$ cat src/sps_defines.vh
// Shared constants for the stepper phase sequencer: register map, fields, resets and timing
`ifndef SPS_DEFINES_VH
`define SPS_DEFINES_VH

// ****************************************************************************
// Register map (byte addresses, one 32-bit word each)
// ****************************************************************************
`define SPS_ADDR_W          8
`define SPS_ADDR_CTRL       8'h00
`define SPS_ADDR_STATUS     8'h04
`define SPS_ADDR_FAULT      8'h08
`define SPS_ADDR_STEPS      8'h0c
`define SPS_ADDR_POS        8'h10

// ****************************************************************************
// Field positions and reset values
// ****************************************************************************
`define SPS_CTRL_DRIVE_EN   0
`define SPS_CTRL_HOLD       1
`define SPS_CTRL_SOFT_CLR   2
`define SPS_CTRL_RESET      3'h1
`define SPS_STAT_MODE       3
`define SPS_STAT_DIR        4
`define SPS_STAT_CLEAR      5
`define SPS_STAT_GATE_LSB   8
`define SPS_FAULT_NARROW    0
`define SPS_FAULT_SHORT_CLR 1
`define SPS_IDX_HOME        3'h0

// ****************************************************************************
// Timing
// ****************************************************************************
`define SPS_CLK_PERIOD_NS   25
`define SPS_MIN_PULSE_NS    20000
`define SPS_MIN_CLEAR_NS    20000
`define SPS_MIN_PULSE_CYC   ((`SPS_MIN_PULSE_NS + `SPS_CLK_PERIOD_NS - 1) / `SPS_CLK_PERIOD_NS)
`define SPS_MIN_CLEAR_CYC   ((`SPS_MIN_CLEAR_NS + `SPS_CLK_PERIOD_NS - 1) / `SPS_CLK_PERIOD_NS)

`endif

$ cat src/sps_edge_detect.v
// Registered level follower giving one-cycle rise and fall pulses
`timescale 1ns/1ps
`default_nettype none

module sps_edge_detect #(
  parameter INIT = 1'b1
) (
  input  wire pclk,
  input  wire presetn,
  input  wire level_in,
  output wire rise,
  output wire fall
);

  reg prev_r;

  // Starting high means a level already high at release is not an edge
  always @(posedge pclk or negedge presetn) begin
    if (!presetn) begin
      prev_r <= INIT;
    end else begin
      prev_r <= level_in;
    end
  end

  assign rise = level_in & ~prev_r;
  assign fall = ~level_in & prev_r;

endmodule // sps_edge_detect

`default_nettype wire

$ cat src/sps_phase_decode.v
// Phase index to gate pattern table for the eight-state sequence
`timescale 1ns/1ps
`default_nettype none

module sps_phase_decode (
  input  wire [2:0] idx,
  output reg  [3:0] gates
);

  // gates = {fourth, third, second, first}; even indices drive two gates
  always @* begin
    case (idx)
      3'h0:    gates = 4'h9;
      3'h1:    gates = 4'h1;
      3'h2:    gates = 4'h3;
      3'h3:    gates = 4'h2;
      3'h4:    gates = 4'h6;
      3'h5:    gates = 4'h4;
      3'h6:    gates = 4'hc;
      3'h7:    gates = 4'h8;
      default: gates = 4'h0;
    endcase
  end
  // First and third never together, nor second and fourth

endmodule // sps_phase_decode

`default_nettype wire

$ cat src/sps_stepper_top.v
// Stepper phase sequencer with APB register access
//
// Our own choices: the APB register port and the address map.
`timescale 1ns/1ps
`default_nettype none
`include "sps_defines.vh"

module sps_stepper_top #(
  parameter CNT_W = 10
) (
  input  wire        pclk,
  input  wire        presetn,
  input  wire        psel,
  input  wire        penable,
  input  wire        pwrite,
  input  wire [7:0]  paddr,
  input  wire [31:0] pwdata,
  output reg  [31:0] prdata,
  output reg         pready,
  output reg         pslverr,
  input  wire        step_clock,
  input  wire        excitation_select,
  input  wire        direction_select,
  input  wire        system_clear_low,
  output reg         gate_first,
  output reg         gate_second,
  output reg         gate_third,
  output reg         gate_fourth,
  output reg         winding_one_pos,
  output reg         winding_two_pos,
  output reg         winding_one_neg,
  output reg         winding_two_neg
);

  // **************************************************************************
  // Constants
  // **************************************************************************
  localparam integer     MIN_PULSE_INT = `SPS_MIN_PULSE_CYC;
  localparam integer     MIN_CLEAR_INT = `SPS_MIN_CLEAR_CYC;
  localparam [CNT_W-1:0] MIN_PULSE_CYC = MIN_PULSE_INT[CNT_W-1:0];
  localparam [CNT_W-1:0] MIN_CLEAR_CYC = MIN_CLEAR_INT[CNT_W-1:0];
  localparam [CNT_W-1:0] CNT_ONE       = {{(CNT_W-1){1'b0}}, 1'b1};

  // **************************************************************************
  // State
  // **************************************************************************
  reg  [2:0]       idx_r;
  reg  [2:0]       idx_nxt;
  reg              mode_r;
  reg              mode_nxt;
  reg              dir_r;
  reg              dir_nxt;
  reg  [2:0]       ctrl_r;
  reg  [2:0]       ctrl_nxt;
  reg  [1:0]       fault_r;
  reg  [1:0]       fault_nxt;
  reg  [31:0]      steps_r;
  reg  [31:0]      steps_nxt;
  reg  [31:0]      pos_r;
  reg  [31:0]      pos_nxt;
  reg  [CNT_W-1:0] width_cnt_r;
  reg  [CNT_W-1:0] width_cnt_nxt;
  reg  [CNT_W-1:0] clr_cnt_r;
  reg  [CNT_W-1:0] clr_cnt_nxt;
  reg  [3:0]       gates_nxt;
  reg  [2:0]       step_delta;
  reg              step_go;
  reg  [31:0]      rd_data;
  reg              addr_hit;
  reg  [1:0]       fault_set;
  reg  [1:0]       fault_clr;

  wire             step_rise;
  wire             step_fall;
  wire             clear_rise;
  wire [3:0]       dec_gates;
  wire             seq_clear;
  wire             apb_req;
  wire             apb_done;
  wire             wr_en;
  wire             pready_nxt;

  // **************************************************************************
  // Input edges
  // **************************************************************************
  sps_edge_detect #(
    .INIT (1'b1)
  ) u_step_edge (
    .pclk     (pclk),
    .presetn  (presetn),
    .level_in (step_clock),
    .rise     (step_rise),
    .fall     (step_fall)
  );

  sps_edge_detect #(
    .INIT (1'b1)
  ) u_clear_edge (
    .pclk     (pclk),
    .presetn  (presetn),
    .level_in (system_clear_low),
    .rise     (clear_rise),
    .fall     ()
  );

  // **************************************************************************
  // Phase sequencer
  // **************************************************************************
  assign seq_clear = ~system_clear_low | ctrl_r[`SPS_CTRL_SOFT_CLR];

  always @* begin
    // Odd index in full-step: one move lands back on a two-gate state
    step_delta = (excitation_select | idx_r[0]) ? 3'h1 : 3'h2;
    step_go    = step_rise & ~seq_clear & ~ctrl_r[`SPS_CTRL_HOLD];
    idx_nxt    = idx_r;
    mode_nxt   = mode_r;
    dir_nxt    = dir_r;
    if (seq_clear) begin
      idx_nxt = `SPS_IDX_HOME;
    end else if (step_go) begin
      mode_nxt = excitation_select;
      dir_nxt  = direction_select;
      if (direction_select) begin
        idx_nxt = idx_r - step_delta;
      end else begin
        idx_nxt = idx_r + step_delta;
      end
    end
  end

  sps_phase_decode u_decode (
    .idx   (idx_nxt),
    .gates (dec_gates)
  );

  always @* begin
    if (seq_clear || !ctrl_r[`SPS_CTRL_DRIVE_EN]) begin
      gates_nxt = 4'h0;
    end else begin
      gates_nxt = dec_gates;
    end
  end

  // **************************************************************************
  // Step counters
  // **************************************************************************
  always @* begin
    steps_nxt = steps_r;
    pos_nxt   = pos_r;
    if (wr_en && paddr == `SPS_ADDR_STEPS) begin
      steps_nxt = pwdata;
    end
    if (step_go) begin
      steps_nxt = steps_nxt + 32'h1;
    end
    // Position counts half-steps so both modes share one scale
    if (seq_clear) begin
      pos_nxt = 32'h0;
    end else if (step_go) begin
      if (direction_select) begin
        pos_nxt = pos_r - {29'h0, step_delta};
      end else begin
        pos_nxt = pos_r + {29'h0, step_delta};
      end
    end
  end

  // **************************************************************************
  // Timing monitors on the controller's pins
  // **************************************************************************
  always @* begin
    fault_set = 2'h0;
    // Saturated count avoids a false flag on the first edge
    if (step_rise || step_fall) begin
      width_cnt_nxt = CNT_ONE;
      if (width_cnt_r < MIN_PULSE_CYC) begin
        fault_set[`SPS_FAULT_NARROW] = 1'b1;
      end
    end else if (width_cnt_r < MIN_PULSE_CYC) begin
      width_cnt_nxt = width_cnt_r + CNT_ONE;
    end else begin
      width_cnt_nxt = width_cnt_r;
    end
    if (!system_clear_low) begin
      if (clr_cnt_r < MIN_CLEAR_CYC) begin
        clr_cnt_nxt = clr_cnt_r + CNT_ONE;
      end else begin
        clr_cnt_nxt = clr_cnt_r;
      end
    end else begin
      clr_cnt_nxt = {CNT_W{1'b0}};
    end
    if (clear_rise && clr_cnt_r < MIN_CLEAR_CYC) begin
      fault_set[`SPS_FAULT_SHORT_CLR] = 1'b1;
    end
  end

  // **************************************************************************
  // APB slave
  // **************************************************************************
  // Two-cycle access: pready rises the cycle after penable, for one cycle
  assign apb_req    = psel & penable;
  assign pready_nxt = apb_req & ~pready;
  assign apb_done   = apb_req & pready;
  assign wr_en      = apb_done & pwrite;

  always @* begin
    addr_hit = 1'b1;
    rd_data  = 32'h0;
    case (paddr)
      `SPS_ADDR_CTRL: begin
        rd_data[2:0] = ctrl_r;
      end
      `SPS_ADDR_STATUS: begin
        rd_data[2:0]                 = idx_r;
        rd_data[`SPS_STAT_MODE]      = mode_r;
        rd_data[`SPS_STAT_DIR]       = dir_r;
        rd_data[`SPS_STAT_CLEAR]     = seq_clear;
        rd_data[`SPS_STAT_GATE_LSB]  = gate_first;
        rd_data[`SPS_STAT_GATE_LSB+1] = gate_second;
        rd_data[`SPS_STAT_GATE_LSB+2] = gate_third;
        rd_data[`SPS_STAT_GATE_LSB+3] = gate_fourth;
      end
      `SPS_ADDR_FAULT: begin
        rd_data[1:0] = fault_r;
      end
      `SPS_ADDR_STEPS: begin
        rd_data = steps_r;
      end
      `SPS_ADDR_POS: begin
        rd_data = pos_r;
      end
      default: begin
        addr_hit = 1'b0;
      end
    endcase
  end

  always @* begin
    ctrl_nxt  = ctrl_r;
    fault_clr = 2'h0;
    if (wr_en && paddr == `SPS_ADDR_CTRL) begin
      ctrl_nxt = pwdata[2:0];
    end
    if (wr_en && paddr == `SPS_ADDR_FAULT) begin
      fault_clr = pwdata[1:0];
    end
    // A new fault in the clearing cycle survives the clear
    fault_nxt = (fault_r & ~fault_clr) | fault_set;
  end

  // **************************************************************************
  // Registers
  // **************************************************************************
  always @(posedge pclk or negedge presetn) begin
    if (!presetn) begin
      idx_r           <= `SPS_IDX_HOME;
      mode_r          <= 1'b0;
      dir_r           <= 1'b0;
      ctrl_r          <= `SPS_CTRL_RESET;
      fault_r         <= 2'h0;
      steps_r         <= 32'h0;
      pos_r           <= 32'h0;
      width_cnt_r     <= MIN_PULSE_CYC;
      clr_cnt_r       <= {CNT_W{1'b0}};
      prdata          <= 32'h0;
      pready          <= 1'b0;
      pslverr         <= 1'b0;
      gate_first      <= 1'b0;
      gate_second     <= 1'b0;
      gate_third      <= 1'b0;
      gate_fourth     <= 1'b0;
      winding_one_pos <= 1'b0;
      winding_two_pos <= 1'b0;
      winding_one_neg <= 1'b0;
      winding_two_neg <= 1'b0;
    end else begin
      idx_r           <= idx_nxt;
      mode_r          <= mode_nxt;
      dir_r           <= dir_nxt;
      ctrl_r          <= ctrl_nxt;
      fault_r         <= fault_nxt;
      steps_r         <= steps_nxt;
      pos_r           <= pos_nxt;
      width_cnt_r     <= width_cnt_nxt;
      clr_cnt_r       <= clr_cnt_nxt;
      pready          <= pready_nxt;
      pslverr         <= pready_nxt & ~addr_hit;
      if (pready_nxt && !pwrite) begin
        prdata <= rd_data;
      end
      gate_first      <= gates_nxt[0];
      gate_second     <= gates_nxt[1];
      gate_third      <= gates_nxt[2];
      gate_fourth     <= gates_nxt[3];
      // One winding output per gate
      winding_one_pos <= gates_nxt[0];
      winding_two_pos <= gates_nxt[1];
      winding_one_neg <= gates_nxt[2];
      winding_two_neg <= gates_nxt[3];
    end
  end

endmodule // sps_stepper_top

`default_nettype wire

$ cat config.mk
export PLATFORM = sky130hd
export DESIGN_NAME = sps_stepper_top
export DESIGN_NICKNAME = d
export VERILOG_FILES = /design/src/sps_edge_detect.v /design/src/sps_phase_decode.v /design/src/sps_stepper_top.v
export VERILOG_INCLUDE_DIRS = /design/src
export SDC_FILE = /design/constraint.sdc
export NUM_CORES = 1
export LEC_CHECK = 0
export ABC_AREA = 1
export BUFFER_PORTS_ARGS = -buffer_cell sky130_fd_sc_hd__buf_2
export CAP_MARGIN = 5
export CORE_MARGIN = 2
export CORE_UTILIZATION = 41
export CTS_CLUSTER_DIAMETER = 150
export DETAILED_ROUTE_END_ITERATION = 10
export SYNTH_ARGS = -nofsm -noshare
export SYNTH_HDL_FRONTEND = slang
export SYNTH_SLANG_ARGS = --single-unit
$ cat constraint.sdc
create_clock -name pclk -period 4.3 [get_ports pclk]
set_input_delay 0.43 -clock pclk [delete_from_list [all_inputs] [get_ports pclk]]
set_output_delay 0.43 -clock pclk [all_outputs]
set_load 0.03 [all_outputs]
==> results.sh <==
export IMPL_place_inst=1569
export IMPL_antenna_found_initial=0
export IMPL_clkTransAtPathRegs_ns=0.06
export IMPL_syn_num_nets=1311
export IMPL_finalMaxSlewViolations=0
export IMPL_pin_count=91
export IMPL_yosys_area_top_type="dfrtp_1"
export IMPL_routabilityCongestion=0.912
export IMPL_grt_start_max_net_pins=77
export IMPL_setup_ws_ns=1.51
export IMPL_netlist_area_sq_um=8850
export IMPL_crit_path_max_incr_delay_ns=0.47
export IMPL_combPwrFrac=0.205
export IMPL_diodes=0
export IMPL_cts_root_buf="clkbuf_16"
export IMPL_grt_pass1_wl_um=41200
export IMPL_clock_skew_ns=0.00674
export IMPL_postRouteAntennaNets=0
export IMPL_synth_cells=1226
export IMPL_fmax_ghz=0.358
export IMPL_num_vias=8469
export IMPL_place_area_sq_um=9540
export IMPL_crit_path_start_kind="flop"
export IMPL_yosys_cell_types_count=49
export IMPL_drtIter0Drc=477
export IMPL_yosysSeqAreaShare=0.380
export IMPL_grt_overflow=0
export IMPL_setup_viol=0
export IMPL_fp_dieH_um=151
export IMPL_rows=53
export IMPL_grt_pass1_vias=8210
export IMPL_die_width_um=151
export IMPL_p_leak_nw=5.01
export IMPL_crit_chain="nand2_2, nor2_8, nand3_4, nand2_1, nand2_1, ha_1, inv_1, nor2_1, nand3_1, inv_1, nand2_1, nor2_2, nand2_1, xor2_1, inv_1"
export IMPL_viasPerCell=5.29
export IMPL_synthTopCellsByArea="dfrtp_1 36%, nand2_1 14%, a21oi_1 6.4%"
export IMPL_routed_wl_um=25200
export IMPL_p_int_mw=2.48
export IMPL_path_max_fanout=40
export IMPL_synth_top_cells_by_count="325 x nand2_1, 130 x inv_1, 128 x dfrtp_1"
export IMPL_fin_tns_setup_ns=0
export IMPL_syn_to_final_growth_pct=14.6
export IMPL_first_pass_iters=5
export IMPL_max_cap_violations=0
export IMPL_netSwitchingFraction=0.330
export IMPL_critPathSlowestCell="nand3_4"
export IMPL_pre_cts_slack_ns=1.37
export IMPL_post_dp_hpwl_um=19000
export IMPL_initial_core_util=0.420
export IMPL_core_sq_um=21100
export IMPL_max_slew_margin=0.512
export IMPL_yosysTopAreaCellShare=0.362
export IMPL_worst_slew_pin_slew_ns=0.731
export IMPL_final_layout_size_suffix_gt1_frac=0.152
export IMPL_instances_no_fill=1601
export IMPL_path_buf_inv=3
export IMPL_fin_crit_sh=0.649
export IMPL_tritoncts="built"
export IMPL_synth_edf_count=0
export IMPL_synthArstFlopShare=1.00
export IMPL_power_density_nw_per_um2=365
export IMPL_vdd_drop_max_mv=0.301
export IMPL_yosysMostFrequentCell="nand2_1"
export IMPL_cts_buffer_depth=2
export IMPL_clock_sinks=134
export IMPL_track_usage=0.232
export IMPL_fin_util=0.481
export IMPL_design_area_sq_um=10100
export IMPL_holdWs_ns=0.0384
export IMPL_outcome="finished clean"
export IMPL_port_buffers=90
export IMPL_postCtsHoldBufs=0
export IMPL_die_area_sq_um=22800
export IMPL_switchingPower_mw=1.22
export IMPL_clkPwrFrac=0.402
export IMPL_min_path_type="in2async"
export IMPL_crit_family="simple AND/OR/NAND/NOR gates"
export IMPL_clk_latency_ns=0.43
export IMPL_drc=0
export IMPL_layout_nets=1398
export IMPL_required_ns=4.62
export IMPL_timing_critical_path_arrival_ns=3.11
export IMPL_h_tree_depth=4
export IMPL_avgRoutedWirePerCell_um=15.8
export IMPL_ys_warn_count=0
export IMPL_cts_setup_buffers=0
export IMPL_path_class="reg2reg"
export IMPL_power_mw=3.70
export IMPL_cts_resized=0
export IMPL_synth_seq_cells=134
export IMPL_cpMostUsedCell="nand2_1"
export IMPL_ys_flop_type="dfrtp_1"
export IMPL_finalCriticalPeriod_ns=2.79
export IMPL_final_hold_viol_count=0
export IMPL_avgSynthCellArea_sq_um=7.22
export IMPL_grt_setup_unrepaired="false"
export IMPL_cts_buffers_inserted=17
export IMPL_cp_end_kind="flop"
export IMPL_p_seq_frac=0.392
cell type report:
type	instances	area (sq um)
clock buffer	17	425
timing repair buffer	99	524
sequential	134	3360
tap	275	344
inverter	139	522
fill	2128	11000
clock inverter	15	171
multi-input combinational	922	4790
flip-flops by register name (all words and copies together), names as in the netlist, 2 cells and up:
| register | count |
|---|---|
| prdata | 32 |
| clr_cnt_r | 10 |
| width_cnt_r | 10 |
| ctrl_r | 3 |
| pos_r | 32 |
| fault_r | 2 |
| steps_r | 32 |
| idx_r | 3 |
layer usage:
metal	routed length, um	vias up	track usage
li1	-	4229	-
met1	12100	3964	0.319
met2	11400	228	0.372
met3	1150	48	0.0370
met4	685	0	0.0822
met5	0	-	0
worst reg2reg max path, stage by stage, from the launching register on:
cell and delay (ns):
dfrtp_1 0.38, nand2_2 0.10, nor2_8 0.37, nand3_4 0.47, nand2_1 0.24, nand2_1 0.11, ha_1 0.22, inv_1 0.05
nor2_1 0.05, nand3_1 0.17, inv_1 0.06, nand2_1 0.11, nor2_2 0.07, nand2_1 0.08, xor2_1 0.14, inv_1 0.05
layout by cell type (no fill, tap or decap), types with 9 or more instances in the layout:
master     synthesis  final
nand2_1          325    325
inv_1            130    130
dfrtp_1          128    128
a21oi_1          114    114
nor2_1           111    110
buf_2              3     89
o21ai_0           77     77
nand3_1           73     73
ha_1              36     36
nor3_1            25     25
nor2_2            18     19
clkbuf_16          0     17
nand2_2           15     15
xor2_1            15     15
nand4_1           14     14
nand3b_1          11     11
xnor2_1           10     10
inv_2              9      9
buf_4              4      9
kinds of logic after synthesis:
kind of cell / count (synthesis) / share of synthesized area
mux: 1 / 0.00127
xor+xnor: 25 / 0.0247
flops: 134 / 0.380
buf+inv: 170 / 0.0793
compound gates: 238 / 0.148
fa+ha+maj: 36 / 0.0509
simple gates: 622 / 0.316
worst paths after layout:
| check | cells after the start | end | start | slack, ns |
|---|---|---|---|---|
| max | 15 | steps_r[22] | pready | 1.51 |
| min | 1 | pos_r[31] | presetn | 0.04 |
| max reg2reg | 15 | steps_r[22] | pready | 1.51 |
| min reg2reg | 2 | width_cnt_r[9] | width_cnt_r[9] | 0.47 |
| max in group asynchronous | 2 | ctrl_r[0] | presetn | 3.31 |
| min in group pclk | 1 | u_step_edge.prev_r | step_clock | 0.12 |
power groups by stage:
stage               combinational (mW)  clock (mW)  sequential, mW
floorplan                        0.441           0            1.53
global placement                 0.751           0            1.47
detailed placement               0.754           0            1.47
CTS                              0.760        1.51            1.45
global route                     0.861        1.57            1.46
finish                           0.759        1.49            1.45
Note: power is estimated with default switching activity, not from simulation.
